### src/common/cssi_map.svh
// Constant map of the card supply select and isolation block.
// Assumes a 125 MHz system clock; included by bare name where needed.
//
// Function
// - Without select pin, supply level comes from the command input's high time.
// - High for more than 30 ms before falling activates at 5 V.
// - High for less than 15 ms before falling activates at 3 V.
// - After idling beyond 30 ms, the same pulse pattern activates at 3 V.
// - Select pin high gives 5 V, low gives 3 V, floating gives 1.8 V.
// - Unit select is active high; device works normally while it is high.
// - Deselect latches card reset and command inputs, ignoring later changes.
// - Deselected, host data line is released and no data passes.
// - Deselected, the card status output is released too.
// - State and session persist while deselected; live inputs resume on reselect.
// - External clock keeps feeding the card clock whatever the select level.
// - Command low starts a session; command high ends it and deactivates.
// - Outside a session, status output follows card presence.
`ifndef CSSI_MAP_SVH
`define CSSI_MAP_SVH

`define CSSI_CLK_MHZ 125
`define CSSI_T_LONG_MS 30
`define CSSI_T_SHORT_MS 15
`define CSSI_T_PLS_MIN_US 200
`define CSSI_T_PLS_MAX_US 700
`define CSSI_T_GAP_MIN_US 200

`define CSSI_OFS_CTRL 8'h00
`define CSSI_OFS_STATUS 8'h04
`define CSSI_OFS_HIGHTIME 8'h08

`define CSSI_CTRL_PIN_BIT 0
`define CSSI_CTRL_CSEN_BIT 1
`define CSSI_CTRL_RST 2'h0

`define CSSI_ST_VCC_LSB 0
`define CSSI_ST_SESS_BIT 2
`define CSSI_ST_SEL_BIT 3
`define CSSI_ST_PULSE_BIT 4
`define CSSI_ST_PRES_BIT 5

`endif

### src/common/cssi_pkg.sv
// Types shared by the card supply select and isolation block.
// Assumes nothing of its surroundings.
package cssi_pkg;

  typedef enum logic [1:0] {
    CSSI_VCC_OFF = 2'h0,
    CSSI_VCC_3V0 = 2'h1,
    CSSI_VCC_5V0 = 2'h2,
    CSSI_VCC_1V8 = 2'h3
  } cssi_vcc_t;

  typedef enum logic [3:0] {
    CSSI_ST_LOW = 4'h1,
    CSSI_ST_HIGH = 4'h2,
    CSSI_ST_PROBE = 4'h4,
    CSSI_ST_SESS = 4'h8
  } cssi_state_t;

  typedef enum logic [2:0] {
    CSSI_DIR_IDLE = 3'h1,
    CSSI_DIR_HOST = 3'h2,
    CSSI_DIR_CARD = 3'h4
  } cssi_dir_t;

endpackage : cssi_pkg

### src/common/cssi_iso_if.sv
// Carrier between the top level and the isolation unit.
// Assumes both ends run on the same clock.
`timescale 1ns/1ns
interface cssi_iso_if;
  logic cs_en;
  logic session;
  logic card_present;
  logic cmd_n_eff;
  logic rst_eff;
  logic selected;

  modport top (
    output cs_en,
    output session,
    output card_present,
    input cmd_n_eff,
    input rst_eff,
    input selected
  );

  modport iso (
    input cs_en,
    input session,
    input card_present,
    output cmd_n_eff,
    output rst_eff,
    output selected
  );
endinterface : cssi_iso_if

### src/verilog/cssi_top.sv
// Card supply level selection and unit select isolation, with an APB register slave.
// Assumes all pins synchronous to CLOCK; analog supply and sequencers sit outside.
//
// Decided for this implementation: the APB interface to the registers and the placing of the registers.
`timescale 1ns/1ns
`include "cssi_map.svh"
module cssi_top #(
  parameter int CYC_PER_US = `CSSI_CLK_MHZ,
  parameter int LONG_US = `CSSI_T_LONG_MS * 1000,
  parameter int SHORT_US = `CSSI_T_SHORT_MS * 1000,
  parameter int PLS_MIN_US = `CSSI_T_PLS_MIN_US,
  parameter int PLS_MAX_US = `CSSI_T_PLS_MAX_US,
  // The gap floor follows the pulse floor unless set apart; both default to the same time.
  parameter int GAP_MIN_US = PLS_MIN_US
) (
  input wire logic CLOCK,
  input wire logic RESET_N,
  input wire logic PSEL,
  input wire logic PENABLE,
  input wire logic PWRITE,
  input wire logic [7:0] PADDR,
  input wire logic [31:0] PWDATA,
  output logic [31:0] PRDATA,
  output logic PREADY,
  output logic PSLVERR,
  input wire logic ACTIVATION_CMD_N,
  input wire logic CARD_RESET_IN,
  input wire logic UNIT_SELECT,
  input wire logic VCC_SEL_HIGH,
  input wire logic VCC_SEL_FLOAT,
  input wire logic CARD_PRESENT,
  input wire logic EXT_CLOCK_IN,
  input wire logic HOST_DATA_LINE_I,
  output logic HOST_DATA_LINE_O,
  output logic HOST_DATA_LINE_OE,
  input wire logic CARD_IO_I,
  output logic CARD_IO_O,
  output logic CARD_IO_OE,
  output logic CARD_STATUS_O,
  output logic CARD_STATUS_OE,
  output logic [1:0] VCC_LEVEL,
  output logic SESSION_ACTIVE,
  output logic CARD_RESET_OUT,
  output logic CARD_CLOCK_OUT
);
  // The counter saturates one above the long threshold, so it never wraps.
  localparam int CW = $clog2(LONG_US + 2);
  localparam logic [CW-1:0] LONG_C = CW'(LONG_US);
  localparam logic [CW-1:0] SHORT_C = CW'(SHORT_US);
  localparam logic [CW-1:0] PMIN_C = CW'(PLS_MIN_US);
  localparam logic [CW-1:0] PMAX_C = CW'(PLS_MAX_US);
  localparam logic [CW-1:0] GAP_C = CW'(GAP_MIN_US);
  localparam logic [CW-1:0] SAT_C = CW'(LONG_US + 1);

  if (SHORT_US >= LONG_US || PLS_MIN_US > PLS_MAX_US || PLS_MAX_US >= SHORT_US
      || GAP_MIN_US >= SHORT_US || CYC_PER_US < 2 || CW > 32) begin : g_chk
    $error("cssi_top: timing parameters are inconsistent");
  end

  cssi_iso_if iso_if ();
  logic tick;
  logic card_oe;

  cssi_tick #(
    .DIV(CYC_PER_US)
  ) u_tick (
    .clk(CLOCK),
    .rst_n(RESET_N),
    .tick(tick)
  );

  cssi_iso u_iso (
    .clk(CLOCK),
    .rst_n(RESET_N),
    .ifc(iso_if),
    .cs(UNIT_SELECT),
    .cmd_n(ACTIVATION_CMD_N),
    .rst_in(CARD_RESET_IN),
    .host_i(HOST_DATA_LINE_I),
    .host_oe(HOST_DATA_LINE_OE),
    .card_i(CARD_IO_I),
    .card_oe(card_oe),
    .status_o(CARD_STATUS_O),
    .status_oe(CARD_STATUS_OE)
  );

  // Both data lines are open-drain style: driving means pulling low.
  assign HOST_DATA_LINE_O = 1'b0;
  assign CARD_IO_O = 1'b0;
  assign CARD_IO_OE = card_oe;

  // ---------------- Register slave ----------------
  logic [1:0] ctrl_q, ctrl_d;
  logic [31:0] prdata_d;
  logic pready_d, pslverr_d;
  logic acc_wr;
  logic pin_mode, cs_en;

  assign pin_mode = ctrl_q[`CSSI_CTRL_PIN_BIT];
  assign cs_en = ctrl_q[`CSSI_CTRL_CSEN_BIT];
  assign acc_wr = PSEL && PENABLE && PREADY && PWRITE;

  // Decoder state, declared here because the status read shows it.
  cssi_pkg::cssi_state_t st_q, st_d;
  cssi_pkg::cssi_vcc_t vcc_q, vcc_d;
  cssi_pkg::cssi_vcc_t pend_q, pend_d;
  logic [CW-1:0] cnt_q, cnt_d;
  logic [CW-1:0] hi_len_q, hi_len_d;
  logic pulse_q, pulse_d;
  logic prev_q, prev_d;
  logic [31:0] status_w;

  always_comb begin
    status_w = 32'h0000_0000;
    status_w[`CSSI_ST_VCC_LSB +: 2] = vcc_q;
    status_w[`CSSI_ST_SESS_BIT] = st_q == cssi_pkg::CSSI_ST_SESS;
    status_w[`CSSI_ST_SEL_BIT] = iso_if.selected;
    status_w[`CSSI_ST_PULSE_BIT] = pulse_q;
    status_w[`CSSI_ST_PRES_BIT] = CARD_PRESENT;
  end

  always_comb begin
    ctrl_d = ctrl_q;
    if (acc_wr && PADDR == `CSSI_OFS_CTRL) begin
      ctrl_d = PWDATA[1:0];
    end
    // Answer is prepared in the setup cycle so the access phase needs no wait.
    pready_d = PSEL && !PENABLE;
    pslverr_d = 1'b0;
    prdata_d = 32'h0000_0000;
    if (PSEL && !PENABLE) begin
      case (PADDR)
        `CSSI_OFS_CTRL: prdata_d = {30'h0000_0000, ctrl_q};
        `CSSI_OFS_STATUS: prdata_d = status_w;
        `CSSI_OFS_HIGHTIME: prdata_d = 32'(hi_len_q);
        default: pslverr_d = 1'b1;
      endcase
    end else if (PSEL && PENABLE && !PREADY) begin
      pready_d = 1'b1;
      prdata_d = PRDATA;
      pslverr_d = PSLVERR;
    end
  end

  always_ff @(posedge CLOCK or negedge RESET_N) begin
    if (!RESET_N) begin
      ctrl_q <= `CSSI_CTRL_RST;
      PRDATA <= 32'h0000_0000;
      PREADY <= 1'b0;
      PSLVERR <= 1'b0;
    end else begin
      ctrl_q <= ctrl_d;
      PRDATA <= prdata_d;
      PREADY <= pready_d;
      PSLVERR <= pslverr_d;
    end
  end

  // ---------------- Supply level decoder ----------------
  logic cmd;
  logic rise, fall;
  cssi_pkg::cssi_vcc_t lvl_now;
  logic sess_d, crst_d, cclk_d;

  assign cmd = iso_if.cmd_n_eff;
  assign rise = cmd && !prev_q;
  assign fall = !cmd && prev_q;

  always_comb begin
    // Level the falling edge would fix right now.
    if (pin_mode) begin
      if (VCC_SEL_FLOAT) lvl_now = cssi_pkg::CSSI_VCC_1V8;
      else if (VCC_SEL_HIGH) lvl_now = cssi_pkg::CSSI_VCC_5V0;
      else lvl_now = cssi_pkg::CSSI_VCC_3V0;
    end else if (cnt_q > LONG_C && !pulse_q) begin
      lvl_now = cssi_pkg::CSSI_VCC_5V0;
    end else begin
      // Short high, mid-range high and post-pulse high all mean 3 V.
      lvl_now = cssi_pkg::CSSI_VCC_3V0;
    end
  end

  always_comb begin
    st_d = st_q;
    vcc_d = vcc_q;
    pend_d = pend_q;
    pulse_d = pulse_q;
    hi_len_d = hi_len_q;
    prev_d = cmd;
    cnt_d = cnt_q;
    if (tick && cnt_q != SAT_C) cnt_d = cnt_q + 1'b1;
    if (rise || fall) cnt_d = '0;
    case (st_q)
      cssi_pkg::CSSI_ST_LOW: begin
        // A command already low at reset release does not start a session.
        if (rise) begin
          st_d = cssi_pkg::CSSI_ST_HIGH;
          pulse_d = 1'b0;
        end
      end
      cssi_pkg::CSSI_ST_HIGH: begin
        // The pulse window closes once the high interval reaches its ceiling.
        if (pulse_q && cnt_q >= SHORT_C) pulse_d = 1'b0;
        if (fall) begin
          hi_len_d = cnt_q;
          if (!pin_mode && !pulse_q && cnt_q >= SHORT_C) begin
            // May be the first half of a 3 V pulse pattern; hold the decision.
            st_d = cssi_pkg::CSSI_ST_PROBE;
            pend_d = lvl_now;
          end else begin
            if (pulse_q && cnt_q < GAP_C) pulse_d = 1'b0;
            st_d = cssi_pkg::CSSI_ST_SESS;
            vcc_d = lvl_now;
          end
        end
      end
      cssi_pkg::CSSI_ST_PROBE: begin
        if (rise) begin
          st_d = cssi_pkg::CSSI_ST_HIGH;
          pulse_d = cnt_q >= PMIN_C && cnt_q <= PMAX_C;
        end else if (cnt_q > PMAX_C) begin
          // Low outlasted any valid pulse: activate at the level of the edge.
          st_d = cssi_pkg::CSSI_ST_SESS;
          vcc_d = pend_q;
        end
      end
      cssi_pkg::CSSI_ST_SESS: begin
        // The level stays as fixed at activation; pin changes are not followed.
        if (rise) begin
          st_d = cssi_pkg::CSSI_ST_HIGH;
          vcc_d = cssi_pkg::CSSI_VCC_OFF;
          pulse_d = 1'b0;
        end
      end
      default: begin
        st_d = cssi_pkg::CSSI_ST_LOW;
        vcc_d = cssi_pkg::CSSI_VCC_OFF;
      end
    endcase
    sess_d = st_d == cssi_pkg::CSSI_ST_SESS;
    crst_d = sess_d && iso_if.rst_eff;
    // The card clock ignores the unit select level entirely.
    cclk_d = sess_d && EXT_CLOCK_IN;
  end

  always_ff @(posedge CLOCK or negedge RESET_N) begin
    if (!RESET_N) begin
      st_q <= cssi_pkg::CSSI_ST_LOW;
      vcc_q <= cssi_pkg::CSSI_VCC_OFF;
      pend_q <= cssi_pkg::CSSI_VCC_OFF;
      cnt_q <= '0;
      hi_len_q <= '0;
      pulse_q <= 1'b0;
      // Same level as the frozen command register at reset, so no false edge follows reset.
      prev_q <= 1'b1;
      SESSION_ACTIVE <= 1'b0;
      CARD_RESET_OUT <= 1'b0;
      CARD_CLOCK_OUT <= 1'b0;
    end else begin
      st_q <= st_d;
      vcc_q <= vcc_d;
      pend_q <= pend_d;
      cnt_q <= cnt_d;
      hi_len_q <= hi_len_d;
      pulse_q <= pulse_d;
      prev_q <= prev_d;
      SESSION_ACTIVE <= sess_d;
      CARD_RESET_OUT <= crst_d;
      CARD_CLOCK_OUT <= cclk_d;
    end
  end

  assign VCC_LEVEL = vcc_q;

  // The session keeps running while deselected; the inputs freeze, the data relay stops and the status output is released.
  assign iso_if.cs_en = cs_en;
  assign iso_if.session = SESSION_ACTIVE;
  assign iso_if.card_present = CARD_PRESENT;
endmodule : cssi_top

### src/verilog/cssi_tick.sv
// Microsecond enable divider.
// Assumes one clock; the pulse lasts one cycle.
`timescale 1ns/1ns
module cssi_tick #(
  parameter int DIV = 125
) (
  input wire logic clk,
  input wire logic rst_n,
  output logic tick
);
  localparam int W = $clog2(DIV);

  logic [W-1:0] cnt_q;
  logic [W-1:0] cnt_d;
  logic tick_q;
  logic tick_d;

  if (DIV < 2) begin : g_chk
    $error("cssi_tick: DIV must be at least 2");
  end

  always_comb begin
    tick_d = 1'b0;
    cnt_d = cnt_q + 1'b1;
    if (cnt_q == W'(DIV - 1)) begin
      cnt_d = '0;
      tick_d = 1'b1;
    end
  end

  always_ff @(posedge clk or negedge rst_n) begin
    if (!rst_n) begin
      cnt_q <= '0;
      tick_q <= 1'b0;
    end else begin
      cnt_q <= cnt_d;
      tick_q <= tick_d;
    end
  end

  assign tick = tick_q;
endmodule : cssi_tick

### src/verilog/cssi_iso.sv
// Unit select isolation: input freeze, host data relay and status release.
// Assumes host-side pins are synchronous and the lines are pulled up outside.
`timescale 1ns/1ns
module cssi_iso (
  input wire logic clk,
  input wire logic rst_n,
  cssi_iso_if.iso ifc,
  input wire logic cs,
  input wire logic cmd_n,
  input wire logic rst_in,
  input wire logic host_i,
  output logic host_oe,
  input wire logic card_i,
  output logic card_oe,
  output logic status_o,
  output logic status_oe
);
  logic sel;
  logic cmd_q, cmd_d, rst_q, rst_d;
  cssi_pkg::cssi_dir_t dir_q, dir_d;
  logic host_oe_d, card_oe_d, st_o_d;

  assign sel = !ifc.cs_en || cs;

  always_comb begin
    cmd_d = cmd_q;
    rst_d = rst_q;
    if (sel) begin
      cmd_d = cmd_n;
      rst_d = rst_in;
    end
    dir_d = dir_q;
    case (dir_q)
      cssi_pkg::CSSI_DIR_IDLE: begin
        if (!host_i) dir_d = cssi_pkg::CSSI_DIR_HOST;
        else if (!card_i) dir_d = cssi_pkg::CSSI_DIR_CARD;
      end
      cssi_pkg::CSSI_DIR_HOST: if (host_i) dir_d = cssi_pkg::CSSI_DIR_IDLE;
      cssi_pkg::CSSI_DIR_CARD: if (card_i) dir_d = cssi_pkg::CSSI_DIR_IDLE;
      default: dir_d = cssi_pkg::CSSI_DIR_IDLE;
    endcase
    if (!sel || !ifc.session) dir_d = cssi_pkg::CSSI_DIR_IDLE;
    host_oe_d = dir_d == cssi_pkg::CSSI_DIR_CARD;
    card_oe_d = dir_d == cssi_pkg::CSSI_DIR_HOST;
    st_o_d = ifc.session || ifc.card_present;
  end

  always_ff @(posedge clk or negedge rst_n) begin
    if (!rst_n) begin
      cmd_q <= 1'b1;
      rst_q <= 1'b0;
      dir_q <= cssi_pkg::CSSI_DIR_IDLE;
      host_oe <= 1'b0;
      card_oe <= 1'b0;
      status_o <= 1'b0;
      status_oe <= 1'b0;
      ifc.selected <= 1'b0;
    end else begin
      cmd_q <= cmd_d;
      rst_q <= rst_d;
      dir_q <= dir_d;
      host_oe <= host_oe_d;
      card_oe <= card_oe_d;
      status_o <= st_o_d;
      status_oe <= sel;
      ifc.selected <= sel;
    end
  end

  assign ifc.cmd_n_eff = cmd_q;
  assign ifc.rst_eff = rst_q;
endmodule : cssi_iso

### config.mk
export PLATFORM = sky130hd
export DESIGN_NAME = cssi_top
export DESIGN_NICKNAME = d
export VERILOG_FILES = /design/src/common/cssi_pkg.sv /design/src/common/cssi_iso_if.sv /design/src/verilog/cssi_top.sv /design/src/verilog/cssi_tick.sv /design/src/verilog/cssi_iso.sv
export VERILOG_INCLUDE_DIRS = /design/src /design/src/common
export SDC_FILE = /design/constraint.sdc
export NUM_CORES = 1
export LEC_CHECK = 0
export BUFFER_PORTS_ARGS = -buffer_cell sky130_fd_sc_hd__buf_2
export CAP_MARGIN = 15
export CORE_ASPECT_RATIO = 2
export CORE_MARGIN = 2
export CORE_UTILIZATION = 40
export DETAILED_ROUTE_END_ITERATION = 7
export HOLD_SLACK_MARGIN = 0.12
export RECOVER_POWER = 50
export SLEW_MARGIN = 20
export SYNTH_ARGS = -nofsm -noshare
export SYNTH_HDL_FRONTEND = slang
export SYNTH_SLANG_ARGS = --single-unit
### constraint.sdc
create_clock -name CLOCK -period 3.35 [get_ports CLOCK]
set_input_delay 0.67 -clock CLOCK [delete_from_list [all_inputs] [get_ports CLOCK]]
set_output_delay 0.67 -clock CLOCK [all_outputs]
set_load 0.02 [all_outputs]
==> impl_metrics.csv <==
group,metric,value,unit
yosys,ys_top_cells_by_area,"dfrtp_1 (45%), buf_4 (4.0%), a22o_1 (3.6%)",
global_routing,grt_max_degree,80,
floorplan,initial_core_util,40.9,%
critical_path,ff2ff_setup_slack,1.22,ns
critical_path,critPathMaxStageDelay,0.53,ns
routing,drc_errors,0,
yosys,synth.top_cell.area_share,45.5,%
clock_network,post-cts-setup-buffer-count,0,
power,power_density,450,nW/um2
yosys,yosys_warnings,0,
yosys,async_flop_share,100,%
yosys,synth_cell_types,63,
power,p_leak,2.18,nW
yosys,ys.flop_type,"dfrtp_1",
global_routing,track_usage,17.0,%
floorplan,fp.dieH,148,um
critical_path,path_buf_inv,1,
yosys,synth_top_family_by_area,"simple AND/OR/NAND/NOR gates",
status,status,"finished, violations left",
clock_network,clk_pin_slew,0.06,ns
job,maxCapViolations,1,
clock_network,cts.sinks,79,
floorplan,fp-row-count,52,
critical_path,crit_cells,7,
cells_and_area,seqCellArea,1980,um2
cells_and_area,final_common_cell,"dfrtp_1",
timing,hold_viol,0,
placement,hpwl,6.38,mm
critical_path,cp-startpoint,"prev_q",
yosys,synth-simple-area-share,20.4,%
critical_path,reg2reg_from,"prev_q",
critical_path,critPathArrivalTime,2.35,ns
yosys,ys_ff_latch,79,
timing,setup-tns-final,0,ns
clock_network,cts_tree,"yes",
timing,drv_slew,80,
placement,pre_cts_ws,1.21,ns
timing,slew_headroom,-28.2,%
critical_path,reg2reg_depth,7,
placement,gp_congestion,0.826,
cells_and_area,drive_above_1_share,21.6,%
routing,totalWireLength,8.52,mm
timing,worstMarginPinSlew,1.92,ns
floorplan,io_pins,99,
global_routing,grt_use_met3,3.89,%
critical_path,crit_required,3.57,ns
timing,fin_crit_sh,63.5,%
clock_network,insertion_delay,0.34,ns
cells_and_area,finalInstanceArea,4650,um2
critical_path,critPathCapture,"VCC_LEVEL[0]",
cells_and_area,nNetsFinal,481,
critical_path,cp-end-kind,"flip-flop",
clock_network,htree_levels,3,
critical_path,path_cells,"inv_1, ha_1, or3b_2, a21oi_1, o21bai_1, nand4_1, mux2_1",
global_routing,gr-max-usage-layer,"met2",
floorplan,dieArea,11200,um2
cells_and_area,multiInputGateArea,1890,um2
yosys,yosysTopAreaCell,"dfrtp_1",
critical_path,path_class,"flip-flop to flip-flop",
timing,rsz0062_at_grt,"no",
yosys,syn_avg_cell_area,10.9,um2
yosys,synth-edff-count,0,
yosys,syn_area,4130,um2
placement,io_buffers,49,
yosys,synth_xor_area_share,3.82,%
routing,post_drt_via_cell_ratio,5.22,
clock_network,ctsResizeCount,0,
timing,period_minus_slack,2.13,ns
cells_and_area,final_cells,560,
critical_path,setup.worst_path.start_class,"flip-flop",
timing,finClkSkew,0.00542,ns
yosys,synth_adder_area_share,2.12,%
routing,drtIter0Drc,111,
floorplan,dieWidth,75.8,um
global_routing,grt_pass1_vias,2996,
floorplan,core,10100,um2
cells_and_area,final_cell_mix,"dfrtp_1 (75), buf_2 (47), nand2_1 (25), nor2_1 (20), conb_1 (19)",
placement,dpl.cell_count,544,
hold_path,hold_path_class,"flip-flop to flip-flop",
clock_network,ctsHoldBuffers,0,
yosys,synthMuxAreaShare,5.34,%
placement,place_area,4350,um2
critical_path,cp_max_fo,7,
timing,max_clock_freq,470,MHz
cells_and_area,diodes,0,
timing,worst_slack,1.22,ns
routing,via_count,2924,
global_routing,antenna_found_initial,0,
timing,final-setup-viol-count,0,
critical_path,critPathTopFamily,"simple AND/OR/NAND/NOR gates",
power,ir_worst_vdd,0.000246,V
global_routing,grt_pass1_wl,14.4,mm
clock_network,numCtsBuffers,9,
global_routing,use_met2,30.2,%
global_routing,grt_util_met1,17.7,%
yosys,syn_inst,380,
routing,drt-wirelength-per-cell,15.2,um
clock_network,cts.path.max_buffers,2,
yosys,synth_compound_area_share,12.4,%
clock_network,root_buffer,"clkbuf_16",
critical_path,crit_slowest_cell,"dfstp_2",
critical_path,r2r_end,"VCC_LEVEL[0]",
yosys,yosysSeqAreaShare,48.0,%
global_routing,overflow,0,
cells_and_area,fillers,941,
status,violations,"capacitance limit, slew limit",
routing,firstDrtPassIters,4,
cells_and_area,syn_to_final_growth,12.8,%
routing,detail-route-antenna-nets,0,
==> area by class of cell <==
type,count,share of cell area [%]
multi-input combinational,267,40.7
clock inverter,7,1.72
sequential,79,42.6
inverter,12,0.968
timing repair buffer,51,5.57
tap,135,3.63
clock buffer,9,4.84
==> Yosys cell counts (3+ instances only) <==
| cell | number |
|---|---|
| nand3_1 | 9 |
| xnor2_1 | 9 |
| o211ai_1 | 4 |
| a22o_1 | 17 |
| nand3b_1 | 5 |
| nor4b_2 | 3 |
| a21oi_1 | 9 |
| a31oi_1 | 3 |
| or3_1 | 3 |
| nor3_2 | 3 |
| mux2_1 | 13 |
| nand2_1 | 25 |
| inv_1 | 12 |
| buf_6 | 4 |
| buf_4 | 22 |
| nand2b_1 | 5 |
| buf_2 | 8 |
| nand4_1 | 5 |
| nor2_1 | 20 |
| mux2i_1 | 4 |
| nor2b_1 | 5 |
| and4_1 | 3 |
| xor2_1 | 9 |
| clkbuf_1 | 5 |
| o21ai_1 | 3 |
| nor4_1 | 4 |
| dfrtp_1 | 75 |
| a32o_1 | 3 |
| and2_1 | 17 |
| mux2_2 | 3 |
| dfstp_2 | 4 |
| o21ai_0 | 17 |
| ha_1 | 7 |
| nor3_1 | 5 |
| nor3b_2 | 3 |
==> through the flow <==
step	util [%]	total power, mW	hold slack (ns)
2_1_floorplan	-	1.08	0.362
3_3_place_gp	43.1	1.11	0.366
3_5_place_dp	43.1	1.11	0.369
4_1_cts	46.2	2.12	0.380
5_1_grt	46.1	2.17	0.408
6_report	46.1	2.09	0.394
==> worst reg2reg max path: cells and delay by family (launching register included) <==
kind,cells,cell delay (ns)
and+or+nand+nor,2,0.60
DFF,1,0.53
muxes,1,0.34
adders and majority gates,1,0.27
AOI/OAI and AO/OA,2,0.23
buffers and inverters,1,0.04
==> state kept, by name, summed over array words and instances (netlist names), 2 cells and up <==
name,cells
ctrl_q,2
hi_len_q,15
VCC_LEVEL,2
pend_q,2
u_iso.dir_q,3
st_q,4
PRDATA,15
u_tick.cnt_q,7
cnt_q,15
==> routing by layer <==
metal	share of wire, %	vias to the layer above
li1	-	1396
met1	35	1433
met2	57	74
met3	3.6	21
met4	4.3	0
met5	0	-
==> power breakdown <==
part | leakage (nW) | switching [mW] | internal (mW)
logic | 0.970 | 0.0789 | 0.0354
clock network | 0.148 | 0.416 | 0.587
registers | 1.06 | 0.0107 | 0.965
==> worst min path at each step <==
stage | startpoint | slack [ns] | cells after the start | end
after global placement | u_iso.ifc.cmd_n_eff | 0.37 | 0 | prev_q
after CTS | u_iso.ifc.cmd_n_eff | 0.38 | 0 | prev_q
after global routing | u_iso.ifc.cmd_n_eff | 0.41 | 0 | prev_q
final | u_iso.ifc.cmd_n_eff | 0.39 | 0 | prev_q
after detailed placement | u_iso.ifc.cmd_n_eff | 0.37 | 0 | prev_q
after floorplan | u_iso.ifc.cmd_n_eff | 0.36 | 0 | prev_q
==> cell families after synthesis <==
| family | after synthesis |
|---|---|
| compound gates | 73 |
| xor+xnor | 18 |
| fa+ha+maj | 7 |
| buf+inv | 52 |
| flops | 79 |
| mux | 20 |
| other cells | 1 |
| simple gates | 130 |
Power figures use the tool's default switching activity.
